==> config.mk <==
export PLATFORM = sky130hd
export DESIGN_NAME = ctu_top
export DESIGN_NICKNAME = d
export VERILOG_FILES = /design/src/core/ctu_pkg.sv /design/src/core/ctu_top.sv
export VERILOG_INCLUDE_DIRS = /design/src /design/src/core
export SDC_FILE = /design/constraint.sdc
export NUM_CORES = 1
export LEC_CHECK = 0
export ABC_AREA = 0
export BUFFER_PORTS_ARGS = -buffer_cell sky130_fd_sc_hd__buf_2
export CAP_MARGIN = 20
export CORE_MARGIN = 4
export CORE_UTILIZATION = 59
export DETAILED_ROUTE_END_ITERATION = 8
export PLACE_DENSITY_LB_ADDON = 0.1
export SETUP_SLACK_MARGIN = 0.05
export SLEW_MARGIN = 30
export SYNTH_ARGS = -nofsm -noshare
export SYNTH_HDL_FRONTEND = slang
export SYNTH_SLANG_ARGS = --single-unit
export TNS_END_PERCENT = 1
==> constraint.sdc <==
create_clock -name I_MCLK -period 5.3 [get_ports I_MCLK]
set_input_delay 0.53 -clock I_MCLK [delete_from_list [all_inputs] [get_ports I_MCLK]]
set_output_delay 0.53 -clock I_MCLK [all_outputs]
set_load 0.01 [all_outputs]
==> src/core/ctu_map.svh <==
// Purpose: Numeric constants for the dual counter/timer unit
// Assumes: Included by the package and the top module
// Notes: Definitions only
`ifndef CTU_MAP_SVH
`define CTU_MAP_SVH

// ******************************************
// Time base generation
// ******************************************
// Master clock rate in kHz (40 MHz)
`define CTU_MCLK_KHZ 16'h9c40
// Internal time base rate in kHz (12 MHz)
`define CTU_TB_KHZ 16'h2ee0
`define CTU_ACC_ZERO 16'h0000

// ******************************************
// Counter values
// ******************************************
`define CTU_PH_ZERO 16'h0000
`define CTU_PH_ONE 16'h0001
`define CTU_PH_MAX 16'hffff

// ******************************************
// Synchroniser layout and reset values
// ******************************************
`define CTU_PIN_W 4
`define CTU_PIN_ZERO 4'h0
`define CTU_CLK_BIT0 0
`define CTU_GATE_BIT0 1
`define CTU_OUT_RST 2'h0

`endif

==> src/core/ctu_pkg.sv <==
// Purpose: Types shared by the dual counter/timer unit
// Assumes: ctu_map.svh for numeric constants
// Notes: Mode, source, gate and state encodings
`include "ctu_map.svh"

package ctu_pkg;

   typedef enum logic [2:0] {
      CTU_MODE_COUNT = 3'h0,
      CTU_MODE_FREQ = 3'h1,
      CTU_MODE_RATE = 3'h2,
      CTU_MODE_OS = 3'h3,
      CTU_MODE_OSR = 3'h4
   } ctu_mode_t;

   typedef enum logic [1:0] {
      CTU_SRC_INT = 2'h0,
      CTU_SRC_EXT = 2'h1,
      CTU_SRC_CASC = 2'h2
   } ctu_src_t;

   typedef enum logic [2:0] {
      CTU_GATE_NONE = 3'h0,
      CTU_GATE_LOW = 3'h1,
      CTU_GATE_HIGH = 3'h2,
      CTU_GATE_FALL = 3'h3,
      CTU_GATE_RISE = 3'h4
   } ctu_gate_t;

   typedef enum logic [3:0] {
      CTU_ST_IDLE = 4'h1,
      CTU_ST_ARM = 4'h2,
      CTU_ST_RUN = 4'h4,
      CTU_ST_DONE = 4'h8
   } ctu_state_t;

   // Per-channel configuration
   typedef struct packed {
      ctu_mode_t mode;
      ctu_src_t src;
      ctu_gate_t gate;
      logic pol_lh;
      logic [15:0] div_m1;
      logic [15:0] idle_ticks;
   } ctu_cfg_t;

endpackage

==> src/core/ctu_top.sv <==
// Purpose: Two 16-bit counter/timer channels with gate and pulse output
// Assumes: 40 MHz I_MCLK; pins asynchronous to it
// Notes: Channel 1 may count channel 0 period ends (32-bit cascade)
//
// Functional notes
// - Two independent sixteen-bit counter channels
// - Each channel: clock, gate in, pulse out
// - Clock source internal, external or cascade
// - Internal 12 MHz base; start on rising edge
// - External clock counts on rising edges only
// - External output equals input over divider
// - Cascade routes channel 0 into channel 1
// - Cascade covers 0.0028 Hz to 6 MHz
// - After gate enable, start on next clock
// - Gate none: software start enables immediately
// - Low level gate runs while pin low
// - High level gate runs while pin high
// - Edge gates trigger one-shot modes only
// - Polarity selects which pulse half is active
// - Duty sets active share of each period
// - Five modes: count, freq, rate, one-shots
// - Event count wraps at 2^16, cascaded 2^32
// - Rate generation continuous until disabled
// - One-shot stops, ignores inputs until start is withdrawn
// - Repetitive one-shot ignores triggers during pulse
`timescale 1ns/100ps
`include "ctu_map.svh"

module ctu_top (
   // Clock and reset
   input wire logic I_MCLK,
   input wire logic I_RESETN,
   // Channel configuration
   input wire ctu_pkg::ctu_cfg_t I_CFG0,
   input wire ctu_pkg::ctu_cfg_t I_CFG1,
   input wire logic [1:0] I_START,
   // Terminal inputs
   input wire logic [1:0] I_CT_CLK,
   input wire logic [1:0] I_CT_GATE,
   // Terminal outputs
   output logic [1:0] O_PULSE,
   // Status
   output logic [15:0] O_COUNT0,
   output logic [15:0] O_COUNT1,
   output logic [1:0] O_RUNNING
);

   // ******************************************
   // Functions
   // ******************************************
   // Level gate decode; edge and none types do not pause
   function automatic logic gate_open(input ctu_pkg::ctu_gate_t g,
                                      input logic lvl);
      logic r;
      r = 1'b1;
      if (g == ctu_pkg::CTU_GATE_LOW) begin
         r = ~lvl;
      end else if (g == ctu_pkg::CTU_GATE_HIGH) begin
         r = lvl;
      end
      return r;
   endfunction

   // Trigger decode for the one-shot modes
   function automatic logic gate_trig(input ctu_pkg::ctu_gate_t g,
                                      input logic rise,
                                      input logic fall);
      logic r;
      r = 1'b0;
      case (g)
         ctu_pkg::CTU_GATE_NONE: r = 1'b1;
         ctu_pkg::CTU_GATE_FALL,
         ctu_pkg::CTU_GATE_LOW: r = fall;
         ctu_pkg::CTU_GATE_RISE,
         ctu_pkg::CTU_GATE_HIGH: r = rise;
         default: r = 1'b0;
      endcase
      return r;
   endfunction

   function automatic logic is_count(input ctu_pkg::ctu_mode_t m);
      return (m == ctu_pkg::CTU_MODE_COUNT) ||
             (m == ctu_pkg::CTU_MODE_FREQ);
   endfunction

   function automatic logic is_shot(input ctu_pkg::ctu_mode_t m);
      return (m == ctu_pkg::CTU_MODE_OS) ||
             (m == ctu_pkg::CTU_MODE_OSR);
   endfunction

   // Phase step, wraps at the counter width
   function automatic logic [15:0] ph_step(input logic [15:0] p);
      return 16'(p + `CTU_PH_ONE);
   endfunction

   // Active part of a period follows the idle ticks
   function automatic logic in_active(input logic [15:0] p,
                                      input logic [15:0] idle);
      return p >= idle;
   endfunction

   // Last tick of the programmed period
   function automatic logic at_end(input logic [15:0] p,
                                   input logic [15:0] last);
      return p == last;
   endfunction

   // ******************************************
   // Internal time base
   // ******************************************
   logic [15:0] acc_q;
   logic [15:0] acc_d;
   logic tb_tick;
   logic [16:0] acc_sum;

   // Fractional accumulator gives 12 ticks per 40 master cycles
   always_comb begin
      acc_sum = {1'b0, acc_q} + {1'b0, `CTU_TB_KHZ};
      tb_tick = 1'b0;
      acc_d = acc_sum[15:0];
      if (acc_sum >= {1'b0, `CTU_MCLK_KHZ}) begin
         tb_tick = 1'b1;
         acc_d = 16'(acc_sum - {1'b0, `CTU_MCLK_KHZ});
      end
   end

   always_ff @(posedge I_MCLK or negedge I_RESETN) begin
      if (!I_RESETN) begin
         acc_q <= `CTU_ACC_ZERO;
      end else begin
         acc_q <= acc_d;
      end
   end

   // ******************************************
   // Pin synchronisers
   // ******************************************
   logic [`CTU_PIN_W-1:0] pins;
   logic [`CTU_PIN_W-1:0] s1_q;
   logic [`CTU_PIN_W-1:0] s2_q;
   logic [`CTU_PIN_W-1:0] s3_q;
   logic [`CTU_PIN_W-1:0] f_q;
   logic [`CTU_PIN_W-1:0] f_d;
   logic [`CTU_PIN_W-1:0] p_rise;
   logic [`CTU_PIN_W-1:0] p_fall;

   assign pins = {I_CT_GATE[1], I_CT_CLK[1], I_CT_GATE[0], I_CT_CLK[0]};

   // Filtered level moves only when stages two and three agree
   always_comb begin
      for (int b = 0; b < `CTU_PIN_W; b++) begin
         f_d[b] = (s2_q[b] == s3_q[b]) ? s3_q[b] : f_q[b];
      end
      p_rise = f_d & ~f_q;
      p_fall = ~f_d & f_q;
   end

   always_ff @(posedge I_MCLK or negedge I_RESETN) begin
      if (!I_RESETN) begin
         s1_q <= `CTU_PIN_ZERO;
         s2_q <= `CTU_PIN_ZERO;
         s3_q <= `CTU_PIN_ZERO;
         f_q <= `CTU_PIN_ZERO;
      end else begin
         s1_q <= pins;
         s2_q <= s1_q;
         s3_q <= s2_q;
         f_q <= f_d;
      end
   end

   // ******************************************
   // Channels
   // ******************************************
   ctu_pkg::ctu_cfg_t cfg [2];
   ctu_pkg::ctu_state_t st_q [2];
   ctu_pkg::ctu_state_t st_d [2];
   logic [1:0][15:0] ph_q;
   logic [1:0][15:0] ph_d;
   logic [1:0] out_q;
   logic [1:0] out_d;
   logic [1:0] tick;
   logic [1:0] evt;
   logic [1:0] open_g;
   logic [1:0] trig;
   logic [1:0] act;

   assign cfg[0] = I_CFG0;
   assign cfg[1] = I_CFG1;

   always_comb begin
      tick = 2'h0;
      evt = 2'h0;
      open_g = 2'h0;
      trig = 2'h0;
      act = 2'h0;
      for (int i = 0; i < 2; i++) begin
         st_d[i] = st_q[i];
         ph_d[i] = ph_q[i];
         // Clock source select
         case (cfg[i].src)
            ctu_pkg::CTU_SRC_EXT:
               tick[i] = p_rise[2*i+`CTU_CLK_BIT0];
            ctu_pkg::CTU_SRC_CASC:
               tick[i] = (i == 1) ? evt[0] : tb_tick;
            default: tick[i] = tb_tick;
         endcase
         open_g[i] = gate_open(cfg[i].gate,
                               f_q[2*i+`CTU_GATE_BIT0]);
         trig[i] = gate_trig(cfg[i].gate,
                             p_rise[2*i+`CTU_GATE_BIT0],
                             p_fall[2*i+`CTU_GATE_BIT0]);
         case (st_q[i])
            ctu_pkg::CTU_ST_IDLE: begin
               ph_d[i] = `CTU_PH_ZERO;
               if (I_START[i]) begin
                  st_d[i] = is_shot(cfg[i].mode) ?
                     ctu_pkg::CTU_ST_ARM : ctu_pkg::CTU_ST_RUN;
               end
            end
            ctu_pkg::CTU_ST_ARM: begin
               ph_d[i] = `CTU_PH_ZERO;
               if (!I_START[i]) begin
                  st_d[i] = ctu_pkg::CTU_ST_IDLE;
               end else if (trig[i]) begin
                  st_d[i] = ctu_pkg::CTU_ST_RUN;
               end
            end
            ctu_pkg::CTU_ST_RUN: begin
               if (!I_START[i]) begin
                  st_d[i] = ctu_pkg::CTU_ST_IDLE;
               end else if (is_count(cfg[i].mode)) begin
                  // Count only on clocks while the gate is open
                  if (open_g[i] && tick[i]) begin
                     ph_d[i] = ph_step(ph_q[i]);
                     evt[i] = (ph_q[i] == `CTU_PH_MAX);
                  end
               end else if (cfg[i].mode == ctu_pkg::CTU_MODE_RATE) begin
                  act[i] = open_g[i] &&
                     in_active(ph_q[i], cfg[i].idle_ticks);
                  if (open_g[i] && tick[i]) begin
                     evt[i] = at_end(ph_q[i], cfg[i].div_m1);
                     ph_d[i] = evt[i] ? `CTU_PH_ZERO :
                        ph_step(ph_q[i]);
                  end
               end else begin
                  act[i] = in_active(ph_q[i], cfg[i].idle_ticks);
                  // Triggers are not looked at while the pulse runs
                  if (tick[i]) begin
                     evt[i] = at_end(ph_q[i], cfg[i].div_m1);
                     ph_d[i] = ph_step(ph_q[i]);
                     if (evt[i]) begin
                        ph_d[i] = `CTU_PH_ZERO;
                        st_d[i] = (cfg[i].mode == ctu_pkg::CTU_MODE_OS) ?
                           ctu_pkg::CTU_ST_DONE :
                           ctu_pkg::CTU_ST_ARM;
                     end
                  end
               end
            end
            ctu_pkg::CTU_ST_DONE: begin
               // Held until software withdraws the start
               if (!I_START[i]) begin
                  st_d[i] = ctu_pkg::CTU_ST_IDLE;
               end
            end
            default: st_d[i] = ctu_pkg::CTU_ST_IDLE;
         endcase
         out_d[i] = cfg[i].pol_lh ? act[i] : ~act[i];
         if (st_d[i] == ctu_pkg::CTU_ST_IDLE) begin
            out_d[i] = ~cfg[i].pol_lh;
         end
      end
   end

   always_ff @(posedge I_MCLK or negedge I_RESETN) begin
      if (!I_RESETN) begin
         st_q[0] <= ctu_pkg::CTU_ST_IDLE;
         st_q[1] <= ctu_pkg::CTU_ST_IDLE;
         ph_q <= {`CTU_PH_ZERO, `CTU_PH_ZERO};
         // Polarity unknown in reset; idle level from first edge
         out_q <= `CTU_OUT_RST;
      end else begin
         st_q <= st_d;
         ph_q <= ph_d;
         out_q <= out_d;
      end
   end

   // ******************************************
   // Outputs
   // ******************************************
   assign O_PULSE = out_q;
   assign O_COUNT0 = ph_q[0];
   assign O_COUNT1 = ph_q[1];
   assign O_RUNNING[0] = (st_q[0] == ctu_pkg::CTU_ST_RUN);
   assign O_RUNNING[1] = (st_q[1] == ctu_pkg::CTU_ST_RUN);

endmodule // ctu_top

==> flow_summary.yaml <==
clock_network:
  clk_path_buf_depth: 2
  clockRootBuffer: "clkbuf_8"
  cts_sinks: 69
  numCtsBuffers: 9
  clk_pin_slew_worst_paths_ps: 70
  cts_tree: "built"
  cts_resized: 0
  clk_latency_ps: 350
  hold_buffers: 0
  cts_max_level: 3
  cts_setup_buffers: 0
cells_and_area:
  area_growth_pct: 17.3
  instances_no_fill: 843
  layout-drive-gt1-share_pct: 21.3
  diodes: 0
  nets: 862
  fill_cells: 647
  utilization_pct: 72.7
synthesis:
  synth_mux_area_share_pct: 0.770
  synth_area_leaders: "dfrtp_1, ha_1, xnor2_1, o21ai_0, a21oi_1"
  synth-adder-area-share_pct: 9.97
  synth_top_area_share_pct: 32.3
  synthCells: 615
  synth-xor-area-share_pct: 8.26
  synth_edf_count: 0
  synth_cell_types: 60
  yosysWarnings: 0
  synth-compound-area-share_pct: 18.8
  synth_area_um2: 5200
  async_flop_share_pct: 100
  synthFlopType: "dfrtp_1"
  ys_ff_latch: 69
  synthSimpleGateAreaFrac_pct: 23.8
  yosysSeqAreaShare_pct: 33.3
  synth.most_common_cell: "dfrtp_1"
  synth_common_cells: "dfrtp_1, inv_1, nand2_1"
  synth_area_leader_cell: "dfrtp_1"
  synth_fp_nets: 744
  avgSynthCellArea_um2: 8.45
  synth_top_family_by_area: "simple AND/OR/NAND/NOR gates"
floorplanning:
  ioPinCount: 126
  die_area_um2: 10400
  placementRows: 33
  fp.dieW_um: 102
  core_area_um2: 8380
  die_y_um: 102
  start_util_pct: 62.0
timing:
  relSlewSlack_pct: 47.8
  min_period_ps: 3920
  hold_viol: 0
  worst_pin_slew_ps: 782
  fmax_mhz: 255
  finalSetupTns_ps: 0
  rsz0062_at_grt: "no"
  postLayoutSetupSlackWorst_ps: 1380
  finClkSkew_ps: 10.6
  timing.final.max_slew_violations: 0
  post-route-period-util_pct: 74.0
  worst_hold_slack_ps: 252
  finalSetupViolCount: 0
placement:
  dp_hpwl_um: 9710
  dp.cells: 827
  io_buffer_count: 125
  gp_congestion: 0.888
  dp_slack_ps: 1460
grt:
  grt_pass1_wl_um: 21500
  antenna_found_initial: 0
  grt_pass1_vias: 4774
  grt_max_degree: 70
  grt_usage_pct: 25.8
  overflow: 0
detailed_routing:
  totalWireLength_um: 13000
  ant_nets: 0
  wl_per_cell_um: 15.4
  first_iter_violations: 216
  drc: 0
  firstDrtPassIters: 7
  via_per_inst: 5.88
  vias: 4954
setup_path:
  critical_path.cell_chain: "inv_1 -> ha_1 -> nand2b_1 -> a21boi_0 -> o211ai_1 -> a221oi_1 -> a211o_1 -> o22a_4 -> o32a_1 -> or2_2 -> o41ai_1"
  worstPathArrival_ps: 4160
  path_class: "reg -> reg"
  path_buf_inv: 1
  worst-path-max-fanout: 22
  max_stage_delay_ps: 600
  worstSetupEndpointType: "flop"
  cp-start-kind: "flop"
  cp_slowest_cell: "o32a_1"
  critPathRequiredTime_ps: 5540
  crit_family: "compound AO/OA/AOI/OAI gates"
pwr:
  switching_share_pct: 30.3
  p_leak_nw: 3.00
  cellInternalPower_w: 0.000891
  power.density_cell_area_nw_per_um2: 210
  irDropWorstVdd_mv: 0.159
  switchingPower_w: 0.000387
  p_clk_share_pct: 34.9
  pwr-share-seq_pct: 45.0
  p_comb_share_pct: 20.1
worst_hold_path:
  hp-class: "in -> async"
flow_run:
  drv_cap: 0
outcome:
  status: "finished clean"
-- kinds of logic (layout without fill, tap and decap cells) --
kind of cell / Yosys count / after routing
buffers and inverters: 68 / 191
xor gates and xnor gates: 49 / 49
DFF: 69 / 69
and+or+nand+nor: 231 / 231
adders and majority gates: 42 / 42
AOI/OAI and AO/OA: 152 / 152
muxes: 4 / 4
-- layer usage --
metal	global-route usage [%]	share of wire [%]
met5	0	0
met1	33.4	43
met4	9.38	1.2
met2	42.7	48
met3	5.73	8.3
-- per-stage QoR --
step / area, um^2 / power [W]
after floorplan: 5200 / 0.000744
after global placement: 5880 / 0.000825
after detailed placement: 5890 / 0.000838
after CTS: 6090 / 0.00128
after global routing: 6100 / 0.00135
final: 6100 / 0.00128
-- worst paths after layout --
kind | start | endpoint | slack [ps] | depth (start not counted)
worst max-delay path | acc_q[5] | O_COUNT0[7] | 1380 | 11
worst min-delay path | I_RESETN | s1_q[3] | 250 | 2
worst max register to register | acc_q[5] | O_COUNT0[7] | 1380 | 11
worst min register to register | s1_q[3] | s2_q[3] | 350 | 0
max in group asynchronous | I_RESETN | O_COUNT0[7] | 4560 | 2
min in group I_MCLK | I_CT_GATE[1] | s1_q[3] | 280 | 1
-- cell usage in the layout (no fill, tap or decap), types with 4 or more instances in the layout --
cell type	synthesis	routed
nand3b_1	5	5
clkbuf_8	0	11
inv_1	49	49
mux2i_1	4	4
a21o_1	7	7
nand2_1	47	47
or2_2	7	7
nand2b_1	19	19
dfrtp_1	67	67
o21ai_0	45	45
nor2_1	40	40
buf_2	6	125
nand4_1	16	16
nor2b_1	9	9
ha_1	39	39
nor3b_1	8	8
o211ai_1	4	4
or4_1	5	5
nor4_1	16	16
nand3_1	23	23
xnor2_1	27	27
o22ai_1	9	9
a21boi_0	6	6
nor3_1	9	9
o31ai_1	13	13
a21oi_1	40	40
and3_1	9	9
xor2_1	22	22
-- layout make-up --
cell class,count,area (um^2),share of cell area (%)
Timing Repair Buffer,126,637,10.4
Clock buffer,13,159,2.61
Tap cell,105,131,2.15
Sequential cell,69,1730,28.4
Inverter,49,184,3.02
Clock inverter,3,43.8,0.718
Multi-Input combinational cell,478,3210,52.7
-- sequential cells by signal, summed over array words and instances, names as in the netlist --
name / flops
O_COUNT0: 16
O_PULSE: 2
f_q: 4
s2_q: 4
st_q: 8
O_COUNT1: 16
s1_q: 4
acc_q: 11
s3_q: 4
-- power by group through the flow --
| stage | Combinational (W) | Sequential [W] | Clock, W |
|---|---|---|---|
| after global routing | 0.000291 | 0.000579 | 0.000475 |
| final | 0.000257 | 0.000575 | 0.000446 |
| after CTS | 0.000255 | 0.000575 | 0.000455 |
| after global placement | 0.000242 | 0.000583 | 0 |
| after floorplan | 0.000170 | 0.000575 | 0 |
| after detailed placement | 0.000253 | 0.000585 | 0 |
(Power assumes the default switching activity.)
